===== src/ufcs_pkg.sv =====
// shared constants, types and frame helpers of the serial port
package ufcs_pkg;
  // ------------------------------------------------------------
  // register map: word index, byte address is four times it
  // ------------------------------------------------------------
  localparam logic [29:0] IDX_SCS = 30'h0000098;
  localparam logic [29:0] IDX_SDB = 30'h0000099;
  localparam logic [29:0] IDX_FFC = 30'h00000A9;
  localparam logic [7:0] SCS_RST = 8'h20;
  localparam logic [7:0] FFC_RST = 8'h0C;

  // ------------------------------------------------------------
  // field layouts
  // ------------------------------------------------------------
  typedef struct packed {
    logic ovr;
    logic perr;
    logic thre;
    logic ren;
    logic tbx;
    logic rbx;
    logic ti;
    logic ri;
  } ufcs_scs_t;

  typedef struct packed {
    logic mce;
    logic [1:0] pt;
    logic pe;
    logic [1:0] dl;
    logic xbe;
    logic sbl;
  } ufcs_ffc_t;

  typedef struct packed {
    logic [7:0] data;
    logic xbit;
    logic perr;
  } ufcs_ent_t;

  typedef enum logic {ST_IDLE = 1'b0, ST_RUN = 1'b1} ufcs_st_t;

  // ------------------------------------------------------------
  // codes and counts
  // ------------------------------------------------------------
  localparam logic [1:0] PT_ODD = 2'h0;
  localparam logic [1:0] PT_EVEN = 2'h1;
  localparam logic [1:0] PT_MARK = 2'h2;
  localparam logic [1:0] DL_FIVE = 2'h0;
  localparam logic [1:0] DL_MAX = 2'h3;
  localparam logic [1:0] FIFO_DEPTH = 2'h3;
  localparam logic [3:0] BASE_SLOTS = 4'h6;
  localparam logic [4:0] STOP_ONE = 5'h02;
  localparam logic [4:0] STOP_MID = 5'h03;
  localparam logic [4:0] STOP_TWO = 5'h04;
  localparam int unsigned FRAME_W = 12;
  localparam int unsigned HALF_BIT_DEF = 8;

  // ------------------------------------------------------------
  // frame helpers
  // ------------------------------------------------------------
  function automatic logic [7:0] ufcs_mask(input logic [1:0] dl);
    return 8'hFF >> (DL_MAX - dl);
  endfunction

  function automatic logic ufcs_parity(input logic [7:0] d,
      input logic [1:0] dl, input logic [1:0] pt);
    logic [7:0] m;
    m = d & ufcs_mask(dl);
    case (pt)
      PT_ODD: return ~^m;
      PT_EVEN: return ^m;
      PT_MARK: return 1'b1;
      default: return 1'b0;
    endcase
  endfunction

  // slot of the bit after the data field; slot 0 is the start bit
  function automatic logic [3:0] ufcs_ext_slot(input logic [1:0] dl);
    return {2'h0, dl} + BASE_SLOTS;
  endfunction

  function automatic logic [FRAME_W-1:0] ufcs_frame(input logic [7:0] d,
      input logic [1:0] dl, input logic ext_en, input logic ext_bit);
    logic [FRAME_W-1:0] f;
    f = '1;
    f[0] = 1'b0;
    for (int i = 0; i < 8; i++) begin
      if (i < int'(ufcs_ext_slot(dl)) - 1) begin
        f[i+1] = d[i];
      end
    end
    if (ext_en) begin
      f[ufcs_ext_slot(dl)] = ext_bit;
    end
    return f;
  endfunction

  // half bits from start edge to the start of the stop bit
  function automatic logic [4:0] ufcs_pre(input logic [1:0] dl,
      input logic ext_en);
    return {ufcs_ext_slot(dl) + {3'h0, ext_en}, 1'b0};
  endfunction

  function automatic logic [4:0] ufcs_stop(input logic [1:0] dl,
      input logic sbl);
    if (!sbl) begin
      return STOP_ONE;
    end
    return (dl == DL_FIVE) ? STOP_MID : STOP_TWO;
  endfunction
endpackage


===== src/ufcs_link_if.sv =====
// serial line pair between the port and the remote node
`timescale 1ns/100ps
interface ufcs_link_if;
  logic dev_tx;
  logic node_tx;
  modport dev (output dev_tx, input node_tx);
  modport node (input dev_tx, output node_tx);
endinterface


===== src/ufcs_dev_end.sv =====
// serial port: control, status, frame format, tx and rx with queue
`timescale 1ns/100ps
module ufcs_dev_end #(
  parameter int unsigned HALF_BIT = ufcs_pkg::HALF_BIT_DEF
) (
  input wire logic hclk,
  input wire logic hresetn,
  input wire logic hsel,
  input wire logic [31:0] haddr,
  input wire logic [1:0] htrans,
  input wire logic hwrite,
  input wire logic [2:0] hsize,
  input wire logic [31:0] hwdata,
  input wire logic hready,
  output logic hreadyout,
  output logic hresp,
  output logic [31:0] hrdata,
  output logic irq_req,
  ufcs_link_if.dev link
);
  typedef struct packed {
    logic [1:0] sync;
    logic [29:0] aidx;
    logic wr_pend;
    logic [7:0] rdat;
    ufcs_pkg::ufcs_scs_t scs;
    ufcs_pkg::ufcs_ffc_t ffc;
    logic hold_full;
    logic [7:0] hold;
    ufcs_pkg::ufcs_st_t tx_st;
    logic [ufcs_pkg::FRAME_W-1:0] frame;
    logic [4:0] tx_cnt;
    logic [4:0] tx_pre;
    logic [4:0] tx_end;
    logic line;
    ufcs_pkg::ufcs_st_t rx_st;
    logic [4:0] rx_cnt;
    logic [ufcs_pkg::FRAME_W-1:0] bits;
    ufcs_pkg::ufcs_ent_t [2:0] fifo;
    logic [1:0] rp;
    logic [1:0] cnt;
    logic irq;
  } ufcs_dev_st_t;

  ufcs_dev_st_t q, d;
  logic tx_load, rx_start, tx_tick, rx_tick;

  localparam logic [1:0] FIFO_LAST = ufcs_pkg::FIFO_DEPTH - 2'h1;
  function automatic logic [1:0] ufcs_nxt(input logic [1:0] p);
    return (p == FIFO_LAST) ? 2'h0 : p + 2'h1;
  endfunction

  assign hreadyout = 1'b1;
  assign hresp = 1'b0;
  assign hrdata = {24'h000000, q.rdat};
  assign irq_req = q.irq;
  assign link.dev_tx = q.line;

  ufcs_half_tick #(.HALF_BIT(HALF_BIT)) u_tx_tick (
    .hclk(hclk), .hresetn(hresetn), .restart(tx_load), .tick(tx_tick)
  );
  ufcs_half_tick #(.HALF_BIT(HALF_BIT)) u_rx_tick (
    .hclk(hclk), .hresetn(hresetn), .restart(rx_start), .tick(rx_tick)
  );

  always_comb begin
    ufcs_pkg::ufcs_scs_t ws;
    ufcs_pkg::ufcs_ent_t ent;
    logic take, pop, push, ext_en, hchg, xb;
    logic ovr_set, ri_set, ti_set, perr_set;
    logic [4:0] c;
    logic [3:0] slot;
    logic [1:0] wp;
    logic [7:0] dat;
    ws = '0;
    ent = '0;
    pop = 1'b0;
    push = 1'b0;
    ovr_set = 1'b0;
    ri_set = 1'b0;
    ti_set = 1'b0;
    c = '0;
    dat = '0;
    xb = 1'b0;
    take = 1'b0;
    hchg = 1'b0;
    perr_set = 1'b0;
    d = q;
    ext_en = q.ffc.pe | q.ffc.xbe;
    slot = ufcs_pkg::ufcs_ext_slot(q.ffc.dl);
    wp = (q.cnt == 2'h0) ? q.rp :
        (q.cnt == 2'h1) ? ufcs_nxt(q.rp) : ufcs_nxt(ufcs_nxt(q.rp));
    d.sync = {q.sync[0], link.node_tx};
    // ----------------------------------------------------------
    // bus address phase: reads answer from here
    // ----------------------------------------------------------
    take = hsel & hready & htrans[1];
    d.wr_pend = take & hwrite;
    if (take) begin
      d.aidx = haddr[31:2];
    end
    if (take && !hwrite) begin
      case (haddr[31:2])
        ufcs_pkg::IDX_SCS: d.rdat = q.scs;
        ufcs_pkg::IDX_FFC: d.rdat = q.ffc;
        ufcs_pkg::IDX_SDB: begin
          // queue stays readable, read pops the head
          pop = (q.cnt != 2'h0);
          d.rdat = pop ? q.fifo[q.rp].data : 8'h00;
        end
        default: d.rdat = 8'h00;
      endcase
    end
    // ----------------------------------------------------------
    // transmit: holding register into shifter
    // ----------------------------------------------------------
    tx_load = (q.tx_st == ufcs_pkg::ST_IDLE) & q.hold_full;
    if (tx_load) begin
      // extra slot carries control or parity
      d.frame = ufcs_pkg::ufcs_frame(q.hold, q.ffc.dl, ext_en,
          q.ffc.pe ? ufcs_pkg::ufcs_parity(q.hold, q.ffc.dl, q.ffc.pt)
          : q.scs.tbx);
      d.tx_pre = ufcs_pkg::ufcs_pre(q.ffc.dl, ext_en);
      d.tx_end = ufcs_pkg::ufcs_pre(q.ffc.dl, ext_en)
          + ufcs_pkg::ufcs_stop(q.ffc.dl, q.ffc.sbl);
      d.tx_cnt = '0;
      d.tx_st = ufcs_pkg::ST_RUN;
      d.hold_full = 1'b0;
      d.line = 1'b0;
    end else if (q.tx_st == ufcs_pkg::ST_RUN && tx_tick) begin
      c = q.tx_cnt + 5'h01;
      d.tx_cnt = c;
      d.line = q.frame[c[4:1]];
      // done flag at start of stop bit
      ti_set = (c == q.tx_pre);
      if (c == q.tx_end) begin
        d.tx_st = ufcs_pkg::ST_IDLE;
        d.line = 1'b1;
      end
    end
    // ----------------------------------------------------------
    // receive: mid-bit sampling of the synced line
    // ----------------------------------------------------------
    // no new frame while reception disabled
    rx_start = (q.rx_st == ufcs_pkg::ST_IDLE) & q.scs.ren & ~q.sync[1];
    if (rx_start) begin
      d.rx_st = ufcs_pkg::ST_RUN;
      d.rx_cnt = '0;
    end else if (q.rx_st == ufcs_pkg::ST_RUN && rx_tick) begin
      c = q.rx_cnt + 5'h01;
      d.rx_cnt = c;
      if (c[0]) begin
        d.bits[c[4:1]] = q.sync[1];
        if (c[4:1] == '0 && q.sync[1]) begin
          d.rx_st = ufcs_pkg::ST_IDLE;
        end else if (c[4:1] == slot + {3'h0, ext_en}) begin
          d.rx_st = ufcs_pkg::ST_IDLE;
          dat = q.bits[8:1] & ufcs_pkg::ufcs_mask(q.ffc.dl);
          // extra bit, else first stop level
          xb = ext_en ? q.bits[slot] : q.sync[1];
          ent.data = dat;
          ent.xbit = xb;
          ent.perr = q.ffc.pe && q.bits[slot] !=
              ufcs_pkg::ufcs_parity(dat, q.ffc.dl, q.ffc.pt);
          // store only with room and high stop
          push = q.sync[1] && q.cnt != ufcs_pkg::FIFO_DEPTH;
          ovr_set = q.sync[1] && q.cnt == ufcs_pkg::FIFO_DEPTH;
          ri_set = push && (!q.ffc.mce || xb);
        end
      end
    end
    // ----------------------------------------------------------
    // receive queue
    // ----------------------------------------------------------
    if (pop) begin
      d.rp = ufcs_nxt(q.rp);
    end
    if (push) begin
      d.fifo[wp] = ent;
    end
    d.cnt = q.cnt - {1'b0, pop} + {1'b0, push};
    hchg = (pop | (push & (q.cnt == 2'h0))) & (d.cnt != 2'h0);
    // flag raised as errored byte becomes oldest
    perr_set = hchg & d.fifo[d.rp].perr;
    // ----------------------------------------------------------
    // bus data phase writes, then hardware sets win
    // ----------------------------------------------------------
    if (q.wr_pend) begin
      ws = hwdata[7:0];
      case (q.aidx)
        ufcs_pkg::IDX_SCS: begin
          d.scs.ovr = ws.ovr;
          d.scs.perr = ws.perr;
          d.scs.ren = ws.ren;
          d.scs.tbx = ws.tbx;
          d.scs.ti = ws.ti;
          d.scs.ri = ws.ri;
        end
        ufcs_pkg::IDX_FFC: d.ffc = hwdata[7:0];
        ufcs_pkg::IDX_SDB: begin
          // write ignored while holding register occupied
          if (!q.hold_full) begin
            d.hold = hwdata[7:0];
            d.hold_full = 1'b1;
          end
        end
        default: d.hold = d.hold;
      endcase
    end
    d.scs.ovr = d.scs.ovr | ovr_set;
    d.scs.perr = d.scs.perr | perr_set;
    d.scs.ti = d.scs.ti | ti_set;
    // held while more than read head queued
    d.scs.ri = d.scs.ri | ri_set | (d.cnt > 2'h1);
    d.scs.thre = ~d.hold_full;
    d.scs.rbx = d.fifo[d.rp].xbit;
    // done flags request the port interrupt
    d.irq = d.scs.ti | d.scs.ri;
  end

  always_ff @(posedge hclk or negedge hresetn) begin
    if (!hresetn) begin
      q <= '0;
      q.scs <= ufcs_pkg::SCS_RST;
      q.ffc <= ufcs_pkg::FFC_RST;
      q.sync <= 2'h3;
      q.line <= 1'b1;
    end else begin
      q <= d;
    end
  end
endmodule


===== src/ufcs_half_tick.sv =====
// half-bit tick generator with synchronous restart
`timescale 1ns/100ps
module ufcs_half_tick #(
  parameter int unsigned HALF_BIT = ufcs_pkg::HALF_BIT_DEF
) (
  input wire logic hclk,
  input wire logic hresetn,
  input wire logic restart,
  output logic tick
);
  generate
    if (HALF_BIT < 2 || HALF_BIT > 65535) begin : g_bad
      $error("HALF_BIT must lie in 2..65535");
    end
  endgenerate

  typedef struct packed {
    logic [15:0] cnt;
  } ufcs_tick_st_t;

  ufcs_tick_st_t q, d;

  always_comb begin
    d = q;
    tick = 1'b0;
    if (restart) begin
      d.cnt = '0;
    end else if (q.cnt == 16'(HALF_BIT - 1)) begin
      tick = 1'b1;
      d.cnt = '0;
    end else begin
      d.cnt = q.cnt + 16'h0001;
    end
  end

  always_ff @(posedge hclk or negedge hresetn) begin
    if (!hresetn) begin
      q <= '0;
    end else begin
      q <= d;
    end
  end
endmodule


===== src/flat_wrapper.sv =====
// flat-port wrapper written by rule: the top's interface ports become plain ports
module ufcs_dev_end_flat 
#(
  parameter int unsigned HALF_BIT = ufcs_pkg::HALF_BIT_DEF
)
  (hclk, hresetn, hsel, haddr, htrans, hwrite, hsize, hwdata, hready, hreadyout, hresp, hrdata, irq_req, link_dev_tx, link_node_tx);
  ufcs_link_if link_i ();
  input wire logic hclk;
  input wire logic hresetn;
  input wire logic hsel;
  input wire logic [31:0] haddr;
  input wire logic [1:0] htrans;
  input wire logic hwrite;
  input wire logic [2:0] hsize;
  input wire logic [31:0] hwdata;
  input wire logic hready;
  output logic hreadyout;
  output logic hresp;
  output logic [31:0] hrdata;
  output logic irq_req;
  output wire logic [$bits(link_i.dev_tx)-1:0] link_dev_tx;
  input wire logic [$bits(link_i.node_tx)-1:0] link_node_tx;
  assign link_dev_tx = link_i.dev_tx;
  assign link_i.node_tx = link_node_tx;
  ufcs_dev_end #(.HALF_BIT(HALF_BIT)) u_core (.hclk(hclk), .hresetn(hresetn), .hsel(hsel), .haddr(haddr), .htrans(htrans), .hwrite(hwrite), .hsize(hsize), .hwdata(hwdata), .hready(hready), .hreadyout(hreadyout), .hresp(hresp), .hrdata(hrdata), .irq_req(irq_req), .link(link_i));
endmodule

===== config.mk =====
export PLATFORM = sky130hd
export DESIGN_NAME = ufcs_dev_end_flat
export DESIGN_NICKNAME = d
export VERILOG_FILES = /design/src/ufcs_pkg.sv /design/src/ufcs_link_if.sv /design/src/ufcs_dev_end.sv /design/src/ufcs_half_tick.sv /design/src/flat_wrapper.sv
export SDC_FILE = /design/constraint.sdc
export NUM_CORES = 1
export LEC_CHECK = 0
export BUFFER_PORTS_ARGS = -buffer_cell sky130_fd_sc_hd__buf_2
export CAP_MARGIN = 0
export CORE_ASPECT_RATIO = 0.75
export CORE_MARGIN = 2
export CORE_UTILIZATION = 59
export DETAILED_ROUTE_END_ITERATION = 10
export GPL_TIMING_DRIVEN = 0
export PLACE_DENSITY = 0.83
export SLEW_MARGIN = 20
export SYNTH_ARGS = -nofsm -noshare
export SYNTH_HDL_FRONTEND = slang
export SYNTH_HIERARCHICAL = 1
export SYNTH_SLANG_ARGS = --single-unit

===== constraint.sdc =====
create_clock -name hclk -period 3.9 [get_ports hclk]
set_input_delay 0.585 -clock hclk [delete_from_list [all_inputs] [get_ports hclk]]
set_output_delay 0.585 -clock hclk [all_outputs]
set_load 0.1 [all_outputs]

==> impl_metrics.csv, run 1 <==
group,metric,value,unit
place,finalWeightedCongestion,0.872,
finish,area_delta_synth_final,14.3,%
pwr,p_clk_share,43.6,%
global_route,antenna_found_initial,0,
routing,antenna_left,0,
sta,holdWs,0.0952,ns
floorplanning,start_util,60.3,%
pwr,p_leak,4.94,nW
finish,instances_no_fill,1170,
cts,cts_buffers,17,
sta,maxSlewViolCount,0,
sta,tns,0,ns
cts,holdBufCountCts,0,
finish,drive_gt1_share,27.3,%
sta,relSlewSlack,51.9,%
cts,clkSlewWorstSetupHoldPaths,0.07,ns
routing,avgViaCountPerCell,5.68,
cts,htree_num_levels,4,
finish,final_nets,1046,
setup_path,critPathTopFamily,"simple AND/OR/NAND/NOR gates",
pwr,vdd_drop_max,0.000310,V
synth,synth_top_area_share,45.9,%
synth,yosysWarnings,6,
finish,fin_util,68.9,%
pwr,power.switching,0.00101,W
synth,synthArstFlopShare,100,%
synth,ys_types,68,
setup_path,cp-end-kind,"register",
global_route,grt_max_degree,102,
sta,timing.final.crit_share,93.4,%
synth,yosysSeqAreaShare,47.6,%
global_route,grt_pass1_vias,6369,
pwr,p_int,0.00296,W
sta,worstMarginPinSlew,0.719,ns
synth,synth_seq_cells,175,
setup_path,worstPathArrival,3.96,ns
cts,cts.path.max_buffers,2,
setup_path,worstPathCellList,"clkbuf_2 > inv_1 > ha_2 > xnor2_2 > xnor2_2 > nand4_4 > nor4_4 > nand3_1 > ha_1 > inv_1 > ha_1 > xor2_1 > xnor2_1 > nand3_1 > or2_1",
routing,drt-met1-wl,8.85,mm
synth,synth-main-ff-cell,"dfrtp_1",
cts,worstSkewPairLatency,0.44,ns
pwr,p_comb_share,8.0,%
routing,dr.pass1.iters,8,
synth,synth_area_leaders,"dfrtp_1 46%, mux2_2 9.3%, xnor2_1 3.8%",
routing,routed_wl,19.6,mm
setup_path,cp_max_fo,8,
setup_path,slowest_delay,0.56,ns
global_route,grt_use_total,24.9,%
finish,final_area,0.0105,mm2
synth,netlist_instances,851,
cts,cts_tree,"yes",
routing,dr_wl_met3,1.49,mm
floorplanning,core-area,0.0153,mm2
routing,drt-wirelength-per-cell,16.8,um
routing,drt-initial-drc-count,441,
routing,top_layer_used,"met4",
place,place_area,0.00987,mm2
sta,min_period,3.64,ns
pwr,pwr-share-seq,48.4,%
setup_path,critical_path_required,4.21,ns
cts,clkSinkCount,175,
cts,cts_root_buf,"clkbuf_16",
floorplanning,die_w,148,um
routing,met2_length,8.94,mm
setup_path,r2r_cells,15,
setup_path,start_kind,"register",
synth,synth-edff-count,0,
floorplanning,fp-row-count,39,
synth,yosysTopAreaCell,"dfrtp_1",
place,port_buffers,54,
setup_path,crit_slowest_cell,"dfstp_2",
setup_path,setup.worst_path.class,"reg -> reg",
sta,rsz0062_at_grt,"no",
global_route,grt-ovfl-total,0,
pwr,p_per_area,377,mW/mm2
synth,syn_area,0.00921,mm2
floorplanning,pin_count,111,
floorplanning,die_y,112,um
setup_path,cp_num_buf_inv,3,
routing,drc_errors,0,
place,dp_hpwl,13.8,mm
status,status,"completed",
sta,hold_violations,0,
worst_hold_path,hp-class,"in -> async",
finish,antennaDiodeCount,0,
sta,finalSetupViolations,0,
job,cap_violations,0,
sta,fmax,274,MHz
routing,vias,6645,
sta,finClkSkew,0.00884,ns
setup_path,path_depth,15,
synth,avgSynthCellArea,10.8,um2
floorplanning,die_area,0.0166,mm2
pwr,p_sw_share,25.5,%
place,dp_cells,1135,
global_route,grt_pass1_wl,32.2,mm
==> placed cells by master, fill, tap and decap left out, types with 6 or more instances in the layout <==
cell | synthesis | final
a21o_1 | 6 | 6
a21oi_1 | 6 | 6
a222oi_1 | 8 | 8
and2_1 | 8 | 8
and3_1 | 7 | 7
buf_2 | 9 | 62
buf_4 | 36 | 40
clkbuf_1 | 16 | 15
clkbuf_16 | 0 | 17
conb_1 | 2 | 26
dfrtp_1 | 169 | 168
dfstp_2 | 6 | 6
ha_1 | 18 | 16
inv_1 | 18 | 18
mux2_1 | 8 | 8
mux2_2 | 76 | 76
mux2i_1 | 17 | 17
nand2_1 | 85 | 85
nand2b_1 | 11 | 11
nand3_1 | 38 | 38
nand4_1 | 11 | 11
nor2_1 | 62 | 62
nor3_1 | 14 | 14
nor4_1 | 16 | 16
o21ai_0 | 37 | 37
or3_1 | 7 | 7
xnor2_1 | 40 | 39
xor2_1 | 27 | 26
==> cell families (layout without fill, tap and decap cells) <==
logic type                 after synthesis  after routing  share of synthesized area (%)
adders and majority gates               19             19                           2.66
xor gates and xnor gates                72             72                           7.32
and+or+nand+nor                        300            300                           17.3
muxes                                  104            104                           12.8
other                                    2             26                         0.0815
DFF                                    175            175                           47.6
buffers and inverters                   88            178                           5.53
AOI/OAI and AO/OA                       91             91                           6.59
==> area by class of cell <==
cell class / count / area [um2]
fill: 1124 / 4740
multi-input combinational: 612 / 4440
sequential: 175 / 4390
buffer: 69 / 438
clock buffer: 17 / 425
timing repair buffer: 59 / 338
tap: 205 / 256
clock inverter: 15 / 180
inverter: 18 / 67.6
==> state kept, by name, summed over array words and instances (netlist names) <==
signal / flops
u_core/u_rx_tick/q: 16
u_core/u_tx_tick/q: 16
u_core/link.dev_tx: 1
u_core/d: 1
u_core/hrdata: 8
u_core/q: 132
u_core/irq_req: 1
==> timing repair <==
item                       CTS  global route
gates cloned                 0             0
setup buffers                2             2
gates resized for setup      2             5
pin swaps                    4             2
setup endpoints to repair    4             4
==> routing by layer <==
| layer | track usage (%) | vias to the layer above |
|---|---|---|
| li1 | - | 3137 |
| met1 | 35.9 | 3246 |
| met2 | 37.0 | 231 |
| met3 | 6.34 | 31 |
| met4 | 8.76 | 0 |
| met5 | 0 | - |
==> metrics by stage <==
step | power [W] | worst slack [ns]
2_1_floorplan | 0.00217 | 0.395
3_3_place_gp | 0.00225 | -0.474
3_5_place_dp | 0.00227 | -0.376
4_1_cts | 0.00400 | 0.0174
5_1_grt | 0.00412 | 0.0304
6_report | 0.00397 | 0.256
==> final timing paths <==
check	to	startpoint	slack, ns
min in group hclk	u_core/d[147]	link_node_tx	0.24
min reg2reg	u_core/q[147]	u_core/d[147]	0.36
max reg2reg	u_core/irq_req	u_core/q[94]	0.26
max	u_core/irq_req	u_core/q[94]	0.26
min	u_core/u_tx_tick/q[5]	hresetn	0.1
max in group asynchronous	u_core/q[95]	hresetn	2.93
==> worst register-to-register path, stage by stage (launching register included) <==
cell and delay, ns:
dfstp_2 0.56, clkbuf_2 0.23, inv_1 0.19, ha_2 0.28
xnor2_2 0.21, xnor2_2 0.15, nand4_4 0.13, nor4_4 0.24
nand3_1 0.15, ha_1 0.32, inv_1 0.04, ha_1 0.17
xor2_1 0.15, xnor2_1 0.22, nand3_1 0.18, or2_1 0.29
==> synthesized netlist by cell type, types with 5 or more instances <==
| cell | number |
|---|---|
| dfrtp_1 | 169 |
| nand2_1 | 85 |
| mux2_2 | 76 |
| nor2_1 | 62 |
| xnor2_1 | 40 |
| nand3_1 | 38 |
| o21ai_0 | 37 |
| buf_4 | 36 |
| xor2_1 | 27 |
| ha_1 | 18 |
| inv_1 | 18 |
| mux2i_1 | 17 |
| clkbuf_1 | 16 |
| nor4_1 | 16 |
| nor3_1 | 14 |
| nand2b_1 | 11 |
| nand4_1 | 11 |
| buf_2 | 9 |
| a222oi_1 | 8 |
| and2_1 | 8 |
| mux2_1 | 8 |
| and3_1 | 7 |
| or3_1 | 7 |
| a21o_1 | 6 |
| a21oi_1 | 6 |
| dfstp_2 | 6 |
| a22o_1 | 5 |
| nor2b_1 | 5 |
| nor4b_1 | 5 |
| o21ai_1 | 5 |
==> power groups by stage <==
| stage | combinational, W | sequential [W] | clock, W |
|---|---|---|---|
| 6_report | 0.000317 | 0.00192 | 0.00173 |
| 5_1_grt | 0.000342 | 0.00193 | 0.00185 |
| 4_1_cts | 0.000319 | 0.00192 | 0.00177 |
| 3_5_place_dp | 0.000317 | 0.00195 | 0 |
| 3_3_place_gp | 0.000306 | 0.00195 | 0 |
| 2_1_floorplan | 0.000230 | 0.00194 | 0 |
No activity file was read; power rests on OpenSTA's default activity.
==> run 2, diff against run 1 <==
--- a/config.mk
+++ b/config.mk
@@ -9,10 +9,10 @@
 export CAP_MARGIN = 0
 export CORE_ASPECT_RATIO = 0.75
 export CORE_MARGIN = 2
-export CORE_UTILIZATION = 59
+export CORE_UTILIZATION = 49
 export DETAILED_ROUTE_END_ITERATION = 10
 export GPL_TIMING_DRIVEN = 0
-export PLACE_DENSITY = 0.83
+export PLACE_DENSITY = 0.71
 export SLEW_MARGIN = 20
 export SYNTH_ARGS = -nofsm -noshare
 export SYNTH_HDL_FRONTEND = slang
==> impl_metrics.csv, run 2 (synthesis results as in run 1) <==
group,metric,value,unit
setup_path,r2r_setup_slack,0.20,ns
setup_path,worstPathArrival,4.01,ns
routing,vias,6390,
global_route,antenna_found_initial,0,
routing,dr.pass1.iters,6,
setup_path,setup.worst_path.class,"reg -> reg",
global_route,grt-ovfl-total,0,
pwr,vdd_drop_max,0.000265,V
cts,holdBufCountCts,0,
sta,tns,0,ns
global_route,grt_max_degree,98,
global_route,grt_use_total,20.5,%
cts,cts.path.max_buffers,2,
finish,final_nets,1043,
finish,regMostFlops,"u_core/q",
setup_path,start_kind,"register",
floorplanning,die_area,0.0199,mm2
finish,fin_util,57.3,%
setup_path,worstPathCellList,"or2_4 > ha_1 > inv_1 > ha_2 > xor2_2 > xnor2_2 > nand4_4 > nor4_4 > nand3_2 > ha_1 > inv_1 > ha_1 > xor2_2 > xnor2_2 > nand3_1 > or2_1",
cts,cts_root_buf,"clkbuf_16",
cts,worstSkewPairLatency,0.43,ns
job,cap_violations,0,
setup_path,cp-end-kind,"register",
sta,hold_violations,0,
cts,htree_num_levels,4,
finish,final_common_cell,"dfrtp_1",
finish,largest_reg_flops,132,
sta,relSlewSlack,49.6,%
floorplanning,die_y,123,um
sta,finalSetupViolations,0,
setup_path,cp_num_buf_inv,2,
sta,holdWs,0.117,ns
routing,drt-wirelength-per-cell,15.9,um
global_route,grt_pass1_vias,6136,
floorplanning,core-area,0.0185,mm2
setup_path,crit_start,"u_core/q[95]",
routing,drc_errors,0,
pwr,p_per_area,376,mW/mm2
place,finalWeightedCongestion,0.833,
place,port_buffers,54,
routing,antenna_left,0,
floorplanning,die_w,162,um
sta,rsz0062_at_grt,"no",
routing,drt-initial-drc-count,479,
finish,area_delta_synth_final,14.8,%
finish,drive_gt1_share,27.2,%
sta,finClkSkew,0.00773,ns
sta,min_period,3.70,ns
pwr,p_leak,4.93,nW
finish,antennaDiodeCount,0,
floorplanning,fp-row-count,43,
sta,worstMarginPinSlew,0.754,ns
sta,fmax,270,MHz
global_route,grt_pass1_wl,31.9,mm
setup_path,crit_slowest_cell,"dfrtp_2",
cts,cts_tree,"yes",
setup_path,crit_top_cell,"ha_1",
routing,avgViaCountPerCell,5.29,
finish,final_cell_mix,"168 x dfrtp_1, 85 x nand2_1, 76 x mux2_2",
setup_path,critical_path_required,4.21,ns
sta,maxSlewViolCount,0,
cts,clkSlewWorstSetupHoldPaths,0.07,ns
floorplanning,start_util,49.9,%
cts,cts_buffers,17,
setup_path,critPathTopFamily,"simple AND/OR/NAND/NOR gates",
finish,reg_top3,"u_core/q: 132 flops, u_core/u_rx_tick/q: 16 flops, u_core/u_tx_tick/q: 16 flops",
worst_hold_path,hp-class,"in -> async",
setup_path,slowest_delay,0.49,ns
place,dp_hpwl,14.0,mm
routing,routed_wl,19.3,mm
floorplanning,pin_count,111,
cts,clkSinkCount,175,
setup_path,cp_max_fo,9,
status,status,"completed",
setup_path,worstReg2RegStart,"u_core/q[95]",
sta,timing.final.crit_share,94.8,%
## run 2: routing by layer
metal	vias to the layer above	wire [um]	GRT usage [%]	part of all wire, %
li1	3121	-	-	-
met1	3137	9860	31.4	51
met2	111	8330	29.7	43
met3	21	839	4.22	4.4
met4	0	227	5.25	1.2
met5	-	0	0	0
## run 2: path summary, 6_finish.rpt
kind                            cells past startpoint             end
worst max-delay path                               16  u_core/irq_req
min in group hclk                                   1   u_core/d[147]
worst min-delay path                                1   u_core/q[135]
worst max register to register                     16  u_core/irq_req
max in group asynchronous                           2   u_core/q[147]
worst min register to register                      0   u_core/q[147]
## run 2: what timing repair did
item / 4_1_cts / 5_1_grt
endpoints found under the setup margin: 4 / 3
buffers inserted: 0 / 1
resized for setup: 3 / 7
pin swaps: 0 / 1
## run 2: area by class of cell
type                    instances  area (um2)
plain buffers                  69         438
clock buffers                  20         457
clock inverters                12         145
fillers                      1579        7880
inverters                      18        67.6
multi-input cells             612        4460
flip-flops and latches        175        4390
well taps                     247         309
repair buffers                 56         315
## run 2: worst reg2reg max path, stage by stage (launching register included)
cell     delay (ns)
dfrtp_2        0.49
or2_4          0.33
ha_1           0.19
inv_1          0.07
ha_2           0.24
xor2_2         0.18
xnor2_2        0.14
nand4_4        0.14
nor4_4         0.33
nand3_2        0.14
ha_1           0.31
inv_1          0.04
ha_1           0.20
xor2_2         0.16
xnor2_2        0.19
nand3_1        0.16
or2_1          0.26
## run 2: power breakdown
part | leakage, nW | internal, W | switching, W
sequential | 2.31 | 0.00188 | 0.0000374
clock | 0.300 | 0.000997 | 0.000750
combinational | 2.33 | 0.000111 | 0.000205
## run 2: stage by stage
step	worst slack, ns	total power [W]	std cells	instance area, um2
floorplan	0.395	0.00217	875	9300
global placement	-0.535	0.00226	1176	9880
detailed placement	-0.419	0.00227	1177	9920
CTS	-0.0177	0.00402	1208	10500
global route	0.00677	0.00414	1209	10600
finish	0.202	0.00398	1209	10600
==> run 3, diff against run 2 <==
--- a/config.mk
+++ b/config.mk
@@ -13,6 +13,7 @@
 export DETAILED_ROUTE_END_ITERATION = 10
 export GPL_TIMING_DRIVEN = 0
 export PLACE_DENSITY = 0.71
+export SETUP_SLACK_MARGIN = 0.3
 export SLEW_MARGIN = 20
 export SYNTH_ARGS = -nofsm -noshare
 export SYNTH_HDL_FRONTEND = slang
==> impl_metrics.csv, run 3 (synthesis results as in run 1) <==
group,metric,value,unit
pwr,p_leak,5.01,nW
sta,timing.final.crit_share,88.7,%
finish,drive_gt1_share,29.1,%
setup_path,crit_start,"u_core/q[95]",
floorplanning,die_w,162,um
routing,drt-initial-drc-count,517,
setup_path,slowest_delay,0.42,ns
pwr,p_per_area,370,mW/mm2
setup_path,critical_path_required,4.21,ns
pwr,pwr-share-seq,48.2,%
sta,hold_violations,0,
finish,largest_reg_flops,132,
pwr,p_int,0.00299,W
global_route,antenna_found_initial,0,
floorplanning,pin_count,111,
pwr,p_sw_share,25.0,%
sta,finClkSkew,0.00750,ns
global_route,grt_pass1_vias,6225,
sta,finalSetupViolations,0,
finish,area_delta_synth_final,16.8,%
setup_path,cp_num_buf_inv,4,
setup_path,crit_slowest_cell,"dfrtp_2",
finish,antennaDiodeCount,0,
cts,cts_tree,"yes",
finish,fillers,1551,
cts,cts.path.max_buffers,2,
finish,regMostFlops,"u_core/q",
cts,cts_buffers,17,
floorplanning,die_area,0.0199,mm2
cts,clkSlewWorstSetupHoldPaths,0.07,ns
floorplanning,start_util,49.9,%
setup_path,start_kind,"register",
routing,drt-wirelength-per-cell,16.0,um
global_route,grt_pass1_wl,32.2,mm
cts,worstSkewPairLatency,0.43,ns
sta,tns,0,ns
global_route,grt_max_degree,98,
floorplanning,core-area,0.0185,mm2
setup_path,cp_max_fo,3,
place,port_buffers,54,
worst_hold_path,hp-class,"in -> async",
routing,drc_errors,0,
cts,clkSinkCount,175,
finish,ff_latch_area,0.00439,mm2
setup_path,critPathTopFamily,"simple AND/OR/NAND/NOR gates",
routing,routed_wl,19.6,mm
finish,final_common_cell,"dfrtp_1",
job,cap_violations,0,
finish,reg_top3,"u_core/q: 132 flops, u_core/u_rx_tick/q: 16 flops, u_core/u_tx_tick/q: 16 flops",
sta,min_period,3.46,ns
routing,dr.pass1.iters,5,
finish,final_nets,1056,
pwr,power.total,0.00398,W
setup_path,worstReg2RegStart,"u_core/q[95]",
finish,multi_input_area,0.00452,mm2
pwr,vdd_drop_max,0.000264,V
pwr,p_comb_share,7.9,%
cts,cts_root_buf,"clkbuf_16",
pwr,power.switching,0.000994,W
sta,maxSlewViolCount,0,
setup_path,cp-end-kind,"register",
setup_path,worstPathCellList,"or2_4 > buf_8 > ha_4 > inv_4 > ha_4 > xor2_2 > xnor2_2 > nand4_4 > nor4_4 > nand3_1 > ha_1 > inv_1 > ha_2 > xor2_2 > xnor2_1 > buf_4 > nand2b_4 > a31oi_1 > o21ai_1",
routing,vias,6512,
routing,antenna_left,0,
cts,htree_num_levels,4,
sta,fmax,289,MHz
setup_path,worstPathArrival,3.76,ns
place,finalWeightedCongestion,0.833,
finish,final_cell_mix,"167 x dfrtp_1, 85 x nand2_1, 76 x mux2_2",
global_route,grt-ovfl-total,0,
floorplanning,fp-row-count,43,
global_route,grt_use_total,20.8,%
setup_path,setup.worst_path.class,"reg -> reg",
place,dp_hpwl,14.0,mm
sta,rsz0062_at_grt,"yes",
status,status,"completed",
pwr,p_clk_share,43.9,%
floorplanning,die_y,123,um
sta,worstMarginPinSlew,0.747,ns
sta,relSlewSlack,50.0,%
routing,avgViaCountPerCell,5.33,
==> run 3: cell types whose count changed in the layout (fill, tap and decap cells not counted), sizes merged <==
cell      change
clkbuf        -1
inv           -1
clkinvlp      +1
buf          +14
==> run 3: path summary, 6_finish.rpt <==
| check | endpoint | slack, ns | cells after the start |
|---|---|---|---|
| min | u_core/q[135] | 0.12 | 1 |
| min reg2reg | u_core/q[147] | 0.36 | 0 |
| max | u_core/q[105] | 0.44 | 19 |
| min in group hclk | u_core/d[147] | 0.25 | 1 |
| max reg2reg | u_core/q[105] | 0.44 | 19 |
| max in group asynchronous | u_core/q[47] | 2.87 | 2 |
==> run 3: final cells by class <==
class	instances	area share (%)
clock inverters	12	1.35
multi-input cells	612	42.0
repair buffers	68	3.77
well taps	247	2.87
clock buffers	20	4.24
flip-flops and latches	175	40.8
plain buffers	70	4.28
inverters	18	0.686
==> run 3: power by group through the flow <==
stage	logic, W	clock network, W	registers, W
floorplan	0.000230	0	0.00194
global placement	0.000308	0	0.00195
detailed placement	0.000318	0	0.00195
finish	0.000316	0.00175	0.00192
CTS	0.000319	0.00179	0.00192
global route	0.000341	0.00187	0.00192
==> run 3: metal layers <==
layer	track usage (%)	routed length, um
met5	0	0
met4	5.25	217
met3	4.22	800
met2	30.2	8560
met1	31.7	10000
==> run 3: worst register-to-register path, delay by kind of cell (launching register included) <==
kind                       cells  cell delay (ns)
buffers and inverters          4             0.39
and+or+nand+nor                5             0.82
xor gates and xnor gates       4             0.67
adders and majority gates      4             0.76
DFF                            1             0.42
AOI/OAI and AO/OA              2             0.26
==> run 3: metrics by stage <==
stage | cells | util, % | hold WS [ns] | setup WS, ns | area (um2)
final | 1222 | 58.3 | 0.117 | 0.442 | 10800
after global routing | 1222 | 58.3 | 0.156 | 0.246 | 10800
after CTS | 1218 | 57.8 | 0.134 | 0.312 | 10700
after detailed placement | 1177 | 53.7 | 0.347 | -0.419 | 9920
after global placement | 1176 | 53.5 | 0.347 | -0.535 | 9880
after floorplan | 875 | - | 0.289 | 0.395 | 9300
==> run 3: what timing repair did <==
| item | CTS | global route |
|---|---|---|
| gates resized for setup | 17 | 16 |
| cloned | 0 | 0 |
| pin swaps | 10 | 8 |
| setup endpoints to repair | 4 | 3 |
| hold buffers | 0 | 0 |
| setup buffers | 9 | 4 |
